## config.mk

```make
export PLATFORM = sky130hd
export DESIGN_NAME = video_tv_blank_regs
export DESIGN_NICKNAME = d
export VERILOG_FILES = /design/src/hdl/video_tv_blank_pkg.sv /design/src/hdl/video_tv_blank_regs.sv
export SDC_FILE = /design/constraint.sdc
export NUM_CORES = 2
export LEC_CHECK = 0
export ABC_AREA = 1
export ABC_CLOCK_PERIOD_IN_PS = 6850
export BUFFER_PORTS_ARGS = -buffer_cell sky130_fd_sc_hd__buf_2
export CAP_MARGIN = 20
export CORE_MARGIN = 2
export CORE_UTILIZATION = 40
export DETAILED_ROUTE_END_ITERATION = 8
export HOLD_SLACK_MARGIN = 0.03
export PLACE_DENSITY = 0.65
export SKIP_CTS_REPAIR_TIMING = 1
export SLEW_MARGIN = 10
export SYNTH_ARGS = -nofsm -noshare
export SYNTH_HDL_FRONTEND = slang
export SYNTH_SLANG_ARGS = --single-unit
```

## constraint.sdc

```tcl
create_clock -name clk -period 6.85 [get_ports clk]
set_clock_uncertainty 0.1 [all_clocks]
set_input_delay 0 -clock clk [delete_from_list [all_inputs] [get_ports clk]]
set_output_delay 0 -clock clk [all_outputs]
set_load 0.005 [all_outputs]
```

## src/hdl/video_tv_blank_pkg.sv

```systemverilog
// shared constants and types for the video register bank and tv blank logic
// assumes a single 100 MHz core clock; tv pins arrive asynchronously
//
// Overview of operation
// [RQ1] count vertical blank only in tv genlock
// [RQ2] end vertical blank at start line count
// [RQ3] restart vertical blank at end line count
// [RQ4] blank output is horizontal AND vertical blank
// [RQ5] software keeps end count above start count
// [RQ6] counting paced by the tv input clock
// [RQ7] reserved count bits ignored, read as zero
// [RQ8] clamp outlying components to centre before filtering
// [RQ9] thresholds at 5:0, 13:8, 21:16
// [RQ10] offset in 18:0, source width 31:19
// [RQ11] status and overlay address registers read-only
// [RQ12] filter codes: 01 box, 10 tap
// [RQ13] line counter restarts at each frame sync
package video_tv_blank_pkg;

  // ------------------------------------------------------------
  // register map
  // ------------------------------------------------------------
  localparam int NUM_REGS = 31;                   // words in the bank
  localparam int ADDR_W   = 8;                    // byte address width
  localparam logic [31:0] REG_RESET = 32'h0000_0000; // every register resets clear

  // byte offsets, in index order
  localparam logic [7:0] REG_OFFSET [NUM_REGS] = '{
    8'h3c, 8'h58, 8'h5c, 8'h60, 8'h64, 8'h68, 8'h6c, 8'h70, 8'h74, 8'h78, 8'h7c,
    8'h80, 8'h84, 8'h88, 8'h8c, 8'h90, 8'h94, 8'h98, 8'h9c, 8'ha0, 8'ha4, 8'ha8,
    8'hac, 8'he0, 8'he4, 8'he8, 8'hec, 8'hf0, 8'hf4, 8'hf8, 8'hfc};

  // implemented width of each register, bits above read zero
  localparam int REG_WIDTH [NUM_REGS] = '{
    32, 24, 32, 24, 27, 24, 24, 32, 32, 32, 32,
    32, 32, 18, 32, 32, 19, 24, 32, 24, 20, 32,
    20, 19, 24, 32, 24, 24, 24, 15, 24};

  // indices of registers the logic looks at
  localparam int IDX_VBLANK  = 0;   // tv_out_vertical_blank_count
  localparam int IDX_DELTA   = 1;   // filter_max_component_delta
  localparam int IDX_CFG     = 2;   // video_processor_config
  localparam int IDX_INFMT   = 7;   // video_input_format
  localparam int IDX_STATUS  = 16;  // input_status_scan_line
  localparam int IDX_OFFSRC  = 21;  // overlay_horiz_offset_src_width
  localparam int IDX_OVLADDR = 30;  // current_overlay_address

  // ------------------------------------------------------------
  // field layout
  // ------------------------------------------------------------
  localparam logic [31:0] VBLANK_MASK = 32'h07ff_07ff; // reserved bits dropped
  localparam int VB_START_LSB = 0;
  localparam int VB_END_LSB   = 16;
  localparam int LINE_W       = 11;  // width of start/end counts
  localparam int GENLOCK_BIT  = 16;  // genlock enable in input format
  localparam int TVOUT_BIT    = 18;  // tv-out select in input format
  localparam int THR_B_LSB    = 0;
  localparam int THR_G_LSB    = 8;
  localparam int THR_R_LSB    = 16;
  localparam int THR_W        = 6;
  localparam int FMODE_LSB    = 16;  // overlay filter mode in config
  localparam logic [1:0] FMODE_BOX = 2'h1;
  localparam logic [1:0] FMODE_TAP = 2'h2;
  localparam int OFFS_W       = 19;  // horizontal initial offset width
  localparam int SRCW_LSB     = 19;
  localparam int SRCW_W       = 13;  // source surface width field

  // ------------------------------------------------------------
  // types
  // ------------------------------------------------------------
  typedef struct packed {
    logic [7:0] r;  // red or luma
    logic [7:0] g;  // green or u/cb
    logic [7:0] b;  // blue or v/cr
  } pixel_s;

  typedef struct packed {
    logic clk;       // tv input clock
    logic line;      // tv line sync
    logic frame;     // tv frame sync
    logic hblank_n;  // horizontal blank, active low
  } tv_pins_s;

  typedef struct packed {
    logic                       hit;  // address maps to a register
    logic [$clog2(NUM_REGS)-1:0] idx; // its index
  } reg_hit_s;

endpackage : video_tv_blank_pkg

```

## src/hdl/video_tv_blank_regs.sv

```systemverilog
// video processor register bank, tv-out vertical blank and filter clamp
// assumes register port and pixel stream are on clk; tv pins are async
// tv timing is recovered on clk
`timescale 1ns/100ps

module video_tv_blank_regs (
  input  wire logic                      clk,             // 100 MHz core clock
  input  wire logic                      nrst,            // sync reset, active low
  // register port
  input  wire logic [7:0]                io_addr,         // byte address
  input  wire logic                      io_wr,           // write strobe
  input  wire logic                      io_rd,           // read strobe
  input  wire logic [3:0]                io_be,           // byte enables
  input  wire logic [31:0]               io_wdata,        // write data
  output logic      [31:0]               io_rdata,        // read data
  output logic                           io_rvalid,       // read data valid

  // live status for read-only registers
  input  wire logic [18:0]               status_line_in,  // scan line and status
  input  wire logic [23:0]               overlay_addr_in, // overlay address in use

  // tv pins
  input  wire logic                      tv_input_clock,  // tv clock pin
  input  wire logic                      tv_line_sync,    // tv line sync pin
  input  wire logic                      tv_frame_sync,   // tv frame sync pin
  input  wire logic                      hblank_n_in,     // horizontal blank, low
  output logic                           blank_n,         // combined blank, low

  // pixel clamp path
  input  wire logic                      pix_valid,       // neighbour pixel valid
  input  wire video_tv_blank_pkg::pixel_s pix_in,         // neighbour pixel
  input  wire video_tv_blank_pkg::pixel_s pix_centre,     // centre pixel
  output logic                           pix_out_valid,   // clamped pixel valid
  output video_tv_blank_pkg::pixel_s     pix_out,         // clamped pixel

  // configuration out
  output logic      [31:0]               proc_config,     // processor config
  output logic      [18:0]               overlay_offset,  // horizontal init offset
  output logic      [12:0]               overlay_src_width // source width
);

  // ------------------------------------------------------------
  // helper functions
  // ------------------------------------------------------------

  // address to register index, shared by read and write paths
  // no match: hit low, reads zero
  function automatic video_tv_blank_pkg::reg_hit_s lookup(input logic [7:0] a);
    video_tv_blank_pkg::reg_hit_s h;
    h = '0;
    for (int k = 0; k < video_tv_blank_pkg::NUM_REGS; k++) begin
      if (a == video_tv_blank_pkg::REG_OFFSET[k]) begin
        h.hit = 1'b1;
        h.idx = k[$clog2(video_tv_blank_pkg::NUM_REGS)-1:0];
      end
    end
    return h;
  endfunction : lookup

  // implemented-bit mask from a width
  // 33 bits cover a full 32-bit width
  function automatic logic [31:0] width_mask(input int w);
    logic [32:0] m;
    m = (33'h1 << w) - 33'h1;
    return m[31:0];
  endfunction : width_mask

  // byte-lane merge of a write
  // disabled lanes keep their byte
  function automatic logic [31:0] merge(input logic [31:0] old,
                                        input logic [31:0] nw,
                                        input logic [3:0]  be);
    logic [31:0] r;
    r = old;
    for (int b = 0; b < 4; b++) begin
      if (be[b]) r[b*8 +: 8] = nw[b*8 +: 8];
    end
    return r;
  endfunction : merge

  // one component: keep if close to centre, else take centre
  // a delta equal to thr is kept
  function automatic logic [7:0] clamp(input logic [7:0] c,
                                       input logic [7:0] ctr,
                                       input logic [5:0] thr);
    logic [7:0] d;
    d = (c > ctr) ? c - ctr : ctr - c;
    return (d > {2'h0, thr}) ? ctr : c;
  endfunction : clamp

  // ------------------------------------------------------------
  // register storage
  // ------------------------------------------------------------
  // unpacked: one process per word
  logic [31:0]                       regs_q [video_tv_blank_pkg::NUM_REGS]; // the bank
  video_tv_blank_pkg::reg_hit_s      wr_hit;  // decoded write target
  video_tv_blank_pkg::reg_hit_s      rd_hit;  // decoded read target

  // one decoder: both share io_addr
  assign wr_hit = lookup(io_addr);
  assign rd_hit = wr_hit;

  // one storage process per register; read-only ones track live status
  for (genvar i = 0; i < video_tv_blank_pkg::NUM_REGS; i++) begin : g_reg
    localparam logic [31:0] MASK = (i == video_tv_blank_pkg::IDX_VBLANK) ?
      video_tv_blank_pkg::VBLANK_MASK : width_mask(video_tv_blank_pkg::REG_WIDTH[i]);

    if (i == video_tv_blank_pkg::IDX_STATUS) begin : g_status
      // [RQ11] status is read-only
      always_ff @(posedge clk) begin
        if (!nrst) regs_q[i] <= video_tv_blank_pkg::REG_RESET;
        else       regs_q[i] <= {13'h0, status_line_in};
      end
    end else if (i == video_tv_blank_pkg::IDX_OVLADDR) begin : g_ovl
      // [RQ11] overlay address is read-only
      always_ff @(posedge clk) begin
        if (!nrst) regs_q[i] <= video_tv_blank_pkg::REG_RESET;
        else       regs_q[i] <= {8'h0, overlay_addr_in};
      end
    end else begin : g_rw
      // writable word; reserved and unimplemented bits never stored
      // [RQ7] reserved bits masked off
      always_ff @(posedge clk) begin
        if (!nrst) begin
          regs_q[i] <= video_tv_blank_pkg::REG_RESET;
        end else if (io_wr && wr_hit.hit && (wr_hit.idx == i)) begin
          regs_q[i] <= merge(regs_q[i], io_wdata, io_be) & MASK;
        end
      end
    end
  end

  // ------------------------------------------------------------
  // read path
  // ------------------------------------------------------------

  // data one cycle after the strobe; unmapped addresses read zero
  // read beside write sees old word
  always_ff @(posedge clk) begin
    if (!nrst) begin
      io_rdata  <= 32'h0;
      io_rvalid <= 1'b0;
    end else begin
      io_rvalid <= io_rd;
      if (io_rd) begin
        io_rdata <= rd_hit.hit ? regs_q[rd_hit.idx] : 32'h0;
      end
    end
  end

  // ------------------------------------------------------------
  // configuration fields
  // ------------------------------------------------------------
  // plain slices, no extra flops
  logic [10:0] vb_start;   // first active line count
  logic [10:0] vb_end;     // first blank line count again
  logic        genlock;    // tv genlock in force
  logic [1:0]  fmode;      // overlay filter mode
  logic [5:0]  thr_r;      // red/y threshold
  logic [5:0]  thr_g;      // green/u threshold
  logic [5:0]  thr_b;      // blue/v threshold

  // [RQ2] start field
  assign vb_start = regs_q[video_tv_blank_pkg::IDX_VBLANK][video_tv_blank_pkg::VB_START_LSB +:
                    video_tv_blank_pkg::LINE_W];

  // [RQ3] end field
  assign vb_end   = regs_q[video_tv_blank_pkg::IDX_VBLANK][video_tv_blank_pkg::VB_END_LSB +:
                    video_tv_blank_pkg::LINE_W];

  // [RQ1] both format bits needed
  assign genlock  = regs_q[video_tv_blank_pkg::IDX_INFMT][video_tv_blank_pkg::GENLOCK_BIT] &
                    regs_q[video_tv_blank_pkg::IDX_INFMT][video_tv_blank_pkg::TVOUT_BIT];
  assign fmode    = regs_q[video_tv_blank_pkg::IDX_CFG][video_tv_blank_pkg::FMODE_LSB +: 2];

  // [RQ9] threshold fields
  assign thr_b    = regs_q[video_tv_blank_pkg::IDX_DELTA][video_tv_blank_pkg::THR_B_LSB +:
                    video_tv_blank_pkg::THR_W];
  assign thr_g    = regs_q[video_tv_blank_pkg::IDX_DELTA][video_tv_blank_pkg::THR_G_LSB +:
                    video_tv_blank_pkg::THR_W];
  assign thr_r    = regs_q[video_tv_blank_pkg::IDX_DELTA][video_tv_blank_pkg::THR_R_LSB +:
                    video_tv_blank_pkg::THR_W];

  // ------------------------------------------------------------
  // configuration outputs
  // ------------------------------------------------------------
  // straight from the stored word
  assign proc_config = regs_q[video_tv_blank_pkg::IDX_CFG];

  // [RQ10] offset and width split
  assign overlay_offset    = regs_q[video_tv_blank_pkg::IDX_OFFSRC][video_tv_blank_pkg::OFFS_W-1:0];
  assign overlay_src_width = regs_q[video_tv_blank_pkg::IDX_OFFSRC][video_tv_blank_pkg::SRCW_LSB +:
                             video_tv_blank_pkg::SRCW_W];

  // ------------------------------------------------------------
  // tv pin synchronisers
  // ------------------------------------------------------------
  video_tv_blank_pkg::tv_pins_s pins_meta;  // first stage, read by second only
  video_tv_blank_pkg::tv_pins_s pins_sync;  // safe copy
  logic                         tv_clk_d;   // tv clock one cycle ago

  // two flops on every tv pin before any logic looks at them
  // tv clock is data, never a clock
  always_ff @(posedge clk) begin
    if (!nrst) begin
      pins_meta <= '0;
      pins_sync <= '0;
    end else begin
      pins_meta <= '{clk: tv_input_clock, line: tv_line_sync,
                     frame: tv_frame_sync, hblank_n: hblank_n_in};
      pins_sync <= pins_meta;
    end
  end

  // tv clock edge finder; 125 ns period leaves ~6 core cycles per half
  // half periods under 1 cycle can drop ticks
  always_ff @(posedge clk) begin
    if (!nrst) tv_clk_d <= 1'b0;
    else       tv_clk_d <= pins_sync.clk;
  end

  logic tv_tick;  // one-cycle enable at each rising tv clock
  // [RQ6] pace from tv clock edges
  assign tv_tick = pins_sync.clk & ~tv_clk_d;

  // ------------------------------------------------------------
  // sync edge detection on tv clock ticks
  // ------------------------------------------------------------
  logic line_q;    // line sync sampled at last tick
  logic frame_q;   // frame sync sampled at last tick

  // syncs sampled only on tv clock edges, as the encoder launches them
  // a long sync still gives one rise
  always_ff @(posedge clk) begin
    if (!nrst) begin
      line_q  <= 1'b0;
      frame_q <= 1'b0;
    end else if (tv_tick) begin
      line_q  <= pins_sync.line;
      frame_q <= pins_sync.frame;
    end
  end


  // pulses only on tick cycles
  logic line_rise;   // rising line sync this tick
  logic frame_rise;  // rising frame sync this tick
  assign line_rise  = tv_tick & pins_sync.line & ~line_q;
  assign frame_rise = tv_tick & pins_sync.frame & ~frame_q;

  // ------------------------------------------------------------
  // vertical blank generation
  // ------------------------------------------------------------
  logic [10:0] line_cnt_reg;  // line edges since frame edge
  logic [10:0] line_cnt_next; // count after this line edge
  logic        vblank_n_reg;  // vertical blank, active low

  // next count, shared by compares
  assign line_cnt_next = (line_cnt_reg == 11'h7ff) ? line_cnt_reg : line_cnt_reg + 11'h1;

  // counter saturates so a missing frame sync cannot reopen the window
  // leaving genlock clears the count
  always_ff @(posedge clk) begin
    if (!nrst) begin
      line_cnt_reg <= 11'h0;
    end else if (!genlock) begin
      line_cnt_reg <= 11'h0;
    // [RQ13] restart on frame edge
    end else if (frame_rise) begin
      line_cnt_reg <= 11'h0;
    end else if (line_rise) begin
      line_cnt_reg <= line_cnt_next;
    end
  end

  // vertical blank state; frame edge wins over a coincident line edge
  // counts compared live, not latched
  always_ff @(posedge clk) begin
    if (!nrst) begin
      vblank_n_reg <= 1'b1;
    // [RQ1] no vertical blanking outside genlock
    end else if (!genlock) begin
      vblank_n_reg <= 1'b1;
    // [RQ13] blank from frame edge
    end else if (frame_rise) begin
      vblank_n_reg <= (vb_start == 11'h0);
    end else if (line_rise) begin
      // [RQ5] end above start assumed; end checked last so it wins
      if (line_cnt_next == vb_start) begin
        // [RQ2] active region opens
        vblank_n_reg <= 1'b1;
      end
      if (line_cnt_next == vb_end) begin
        // [RQ3] blanking resumes
        vblank_n_reg <= 1'b0;
      end
    end
  end

  // combined blank, registered for a clean output
  // one more core cycle on hblank
  always_ff @(posedge clk) begin
    if (!nrst) begin
      blank_n <= 1'b0;
    end else begin
      // [RQ4] and of both blanks
      blank_n <= pins_sync.hblank_n & vblank_n_reg;
    end
  end

  // ------------------------------------------------------------
  // filter input clamp
  // ------------------------------------------------------------
  logic clamp_on;  // a clamping filter is selected

  // [RQ12] box or tap only
  assign clamp_on = (fmode == video_tv_blank_pkg::FMODE_BOX) ||
                    (fmode == video_tv_blank_pkg::FMODE_TAP);

  // one stage of latency; other filter modes pass the pixel untouched
  // centre and neighbour come together
  // pix_out holds between pixels
  always_ff @(posedge clk) begin
    if (!nrst) begin
      pix_out_valid <= 1'b0;
      pix_out       <= '0;
    end else begin
      pix_out_valid <= pix_valid;
      if (pix_valid) begin
        if (clamp_on) begin
          // [RQ8] per-component outlier replace
          pix_out.r <= clamp(pix_in.r, pix_centre.r, thr_r);
          pix_out.g <= clamp(pix_in.g, pix_centre.g, thr_g);
          pix_out.b <= clamp(pix_in.b, pix_centre.b, thr_b);
        end else begin
          pix_out <= pix_in;
        end
      end
    end
  end

endmodule : video_tv_blank_regs

```

==> metrics.yaml <==
status:
  status: "finished, final reports clean"
grt:
  overflow: 0
  grt_pass1_vias: 36000
  grt_start_max_net_pins: 230
  grt_first_pass_wirelength_um: 219000
  track_usage_pct: 24.7
  antenna_found_initial: 3
power:
  power.leakage_nw: 24.6
  p_seq_share_pct: 47.7
  clkPwrFrac_pct: 40.4
  switching_share_pct: 26.0
  internal_power_mw: 9.68
  combPwrFrac_pct: 11.9
  power_density_nw_per_um2: 244
  p_switching_mw: 3.41
  peakVddDrop_uv: 178
timing:
  rsz0062_at_grt: "no"
  fin_tns_setup_ns: 0
  fmax_mhz: 229
  final.hold.worst_slack_ns: 0.134
  setup_viol_count_final: 0
  slew_headroom_pct: 23.7
  fin_crit_ns: 4.36
  slew_viol_final: 0
  hold_violations: 0
  period_share_pct: 63.6
  worst_slew_pin_slew_ns: 1.13
floorplan:
  core_area_um2: 114000
  die-height_um: 342
  initial_core_util_pct: 40.2
  io_pins: 267
  die_w_um: 342
  dieArea_um2: 117000
  row_count: 124
synthesis:
  synth-compound-area-share_pct: 4.92
  ys_dominant_reg_cell: "edfxtp_1"
  yosysTopAreaCell: "edfxtp_1"
  ys_types: 45
  synth.yosys.seq_area_share_pct: 55.7
  syn_inst: 5595
  ys_ff_latch: 890
  avgSynthCellArea_um2: 8.17
  synth.area.top_cells: "edfxtp_1 (50%), nand2_1 (14%), nor2_1 (7.3%), inv_1 (6.2%), dfxtp_1 (5.5%)"
  syn_area_um2: 45700
  async_flop_share_pct: 0
  synthMuxAreaShare_pct: 0.205
  synth.top_cell.area_share_pct: 50.2
  synth-simple-area-share_pct: 27.2
  post_synth_xor_area_fraction_pct: 0.785
  synth_nets: 5809
  synth_adder_area_share_pct: 2.01
  synth_top_family_by_area: "simple AND/OR/NAND/NOR gates"
  yosysWarnings: 0
  synth_edf_count: 765
setup_path:
  r2r_end: "vblank_n_reg$_SDFFE_PN1P_"
  cp_num_buf_inv: 7
  endpoint: "pix_out[6]$_SDFFE_PN0P_"
  cpLargestDelayFamily: "buffers and inverters"
  crit_type: "primary input to register"
  r2r_cells: 14
  critical_path.startpoint_type: "primary input"
  required_ns: 7.36
  rrSetupSlack_ns: 3.68
  startpoint: "pix_in[0]"
  cp_data_arrival_time_ns: 4.87
  cp.depth: 24
  cpPeakStageDelay_ns: 0.60
  end_kind: "register"
  worstPathCellList: "dlygate4sd3_1 -> buf_2 -> inv_1 -> ha_1 -> inv_1 -> fa_1 -> inv_1 -> o21ai_0 -> nand2_1 -> nand3_1 -> nand2_2 -> mux2i_1 -> xor2_1 -> inv_1 -> ha_1 -> nand2_1 -> nor2_1 -> a211oi_1 -> o21ai_1 -> nand2_1 -> nand2_1 -> nand3_1 -> dlygate4sd3_1 -> a21oi_1"
  slowest_stage: "o21ai_1"
  crit_path_max_fanout: 9
  reg2reg_from: "line_cnt_reg[0]$_SDFFE_PP0P_"
worst_hold_path:
  hp-class: "primary input to register"
  holdCritStartpoint: "io_addr[3]"
clocking:
  cts_inserted_buffers: 96
  tritoncts: "yes"
  htreeDepth: 3
  clk_latency_ns: 0.69
  cts.sinks: 890
  clk_path_buf_depth: 3
  cts_root_buf: "clkbuf_16"
  path_clk_slew_ns: 0.06
routing:
  drcViolationCount: 0
  wl_per_cell_um: 20.0
  drt_iter0_drc: 4443
  drt-pass1-iter-count: 7
  ant_nets: 0
  viasPerCell: 5.23
  vias: 39400
  drt_wl_total_um: 150000
final_layout:
  final_core_util_pct: 47.1
  nets: 6142
  area_delta_synth_final_pct: 17.3
  drive_above_1_share_pct: 9.68
  largest_reg_flops: 808
  largestRegisters: "regs_q x808, io_rdata x32, pix_out x24"
  diodes: 0
  regMostFlops: "regs_q"
  fin_area_um2: 53700
placement:
  dp_hpwl_um: 97500
  gp_congestion: 0.890
  portBuffers: 266
  placed_cell_area_um2: 48200
run:
  cap_violations: 0
==> placed cells by master, fill, tap and decap left out, types with 16 or more instances in the layout <==
| cell | n |
|---|---|
| nand2_1 | 1731 |
| nor2_1 | 886 |
| edfxtp_1 | 765 |
| inv_1 | 755 |
| buf_2 | 271 |
| dlygate4sd3_1 | 218 |
| o21ai_0 | 205 |
| a21oi_1 | 170 |
| nand4_1 | 167 |
| nand3_1 | 159 |
| dfxtp_1 | 125 |
| clkbuf_16 | 97 |
| ha_1 | 64 |
| buf_4 | 55 |
| or2_2 | 35 |
| xor2_1 | 32 |
| inv_2 | 29 |
| clkbuf_1 | 23 |
| nor3_1 | 16 |
| clkinv_1 | 16 |
| nand3b_1 | 16 |
| clkinv_2 | 16 |
==> cell type report <==
cell class / count / area (um2)
clock buffers: 125 / 2580
repair buffers: 549 / 4040
inverters: 790 / 2980
fillers: 11000 / 60200
multi-input cells: 3601 / 16100
well taps: 1512 / 1890
flip-flops and latches: 890 / 25500
clock inverters: 55 / 587
==> through the flow <==
stage / total power, mW / std cells / setup WS [ns]
global placement: 7.75 / 7115 / 1.72
detailed placement: 7.77 / 7116 / 2.06
finish: 13.1 / 7522 / 2.49
CTS: 13.0 / 7296 / 2.78
floorplan: 7.21 / 5595 / 3.63
global route: 13.5 / 7522 / 2.19
==> cell families (layout without fill, tap and decap cells) <==
family                   Yosys count  in the layout
XOR/XNOR                          41             41
AO/OA/AOI/OAI                    427            427
flip-flops                       890            890
AND/OR/NAND/NOR                 3054           3054
buffers and inverters           1104           1519
multiplexers                       9              9
adder cells (fa/ha/maj)           70             70
==> routing by layer <==
| metal | wire length (um) | up-vias | GRT usage (%) |
|---|---|---|---|
| met5 | 0 | - | 0 |
| li1 | - | 18400 | - |
| met2 | 68800 | 2028 | 39.1 |
| met1 | 60000 | 18600 | 33.2 |
| met3 | 15300 | 334 | 4.44 |
| met4 | 6370 | 0 | 10.4 |
==> worst min path at each step <==
stage / to / slack, ns / depth (start not counted)
CTS: regs_q[16][12]$_SDFF_PN0_ / -0.66 / 3
floorplan: pins_meta[0]$_SDFF_PN0_ / -0.002 / 2
finish: regs_q[4][24]$_SDFFCE_PN0P_ / 0.13 / 7
detailed placement: regs_q[16][12]$_SDFF_PN0_ / 0.09 / 3
global placement: pins_meta[0]$_SDFF_PN0_ / 0.08 / 3
global route: regs_q[4][26]$_SDFFCE_PN0P_ / 0.14 / 7
==> power groups by stage <==
stage	clock (mW)	sequential, mW	combinational [mW]
3_3_place_gp	0	6.36	1.40
6_report	5.29	6.25	1.55
3_5_place_dp	0	6.36	1.41
2_1_floorplan	0	6.32	0.890
4_1_cts	5.33	6.25	1.42
5_1_grt	5.54	6.27	1.71
==> worst min-delay path, stage by stage <==
cell     delay [ns]
buf_2          0.11
nor3_1         0.09
nand2_1        0.12
nor3_1         0.06
buf_4          0.18
nand2_1        0.12
nor2_1         0.05
==> synthesized netlist by cell type (all sizes together), types with 9 or more instances <==
cell	number
nand3b	16
nand2	1732
nor2	902
edfxtp	765
nor3	33
o21ai	214
nand3	160
xnor2	9
dfxtp	125
a21oi	170
or2	36
inv	786
nand4	167
ha	64
buf	84
clkbuf	230
xor2	32
o22ai	12
(Power assumes the default switching activity.)
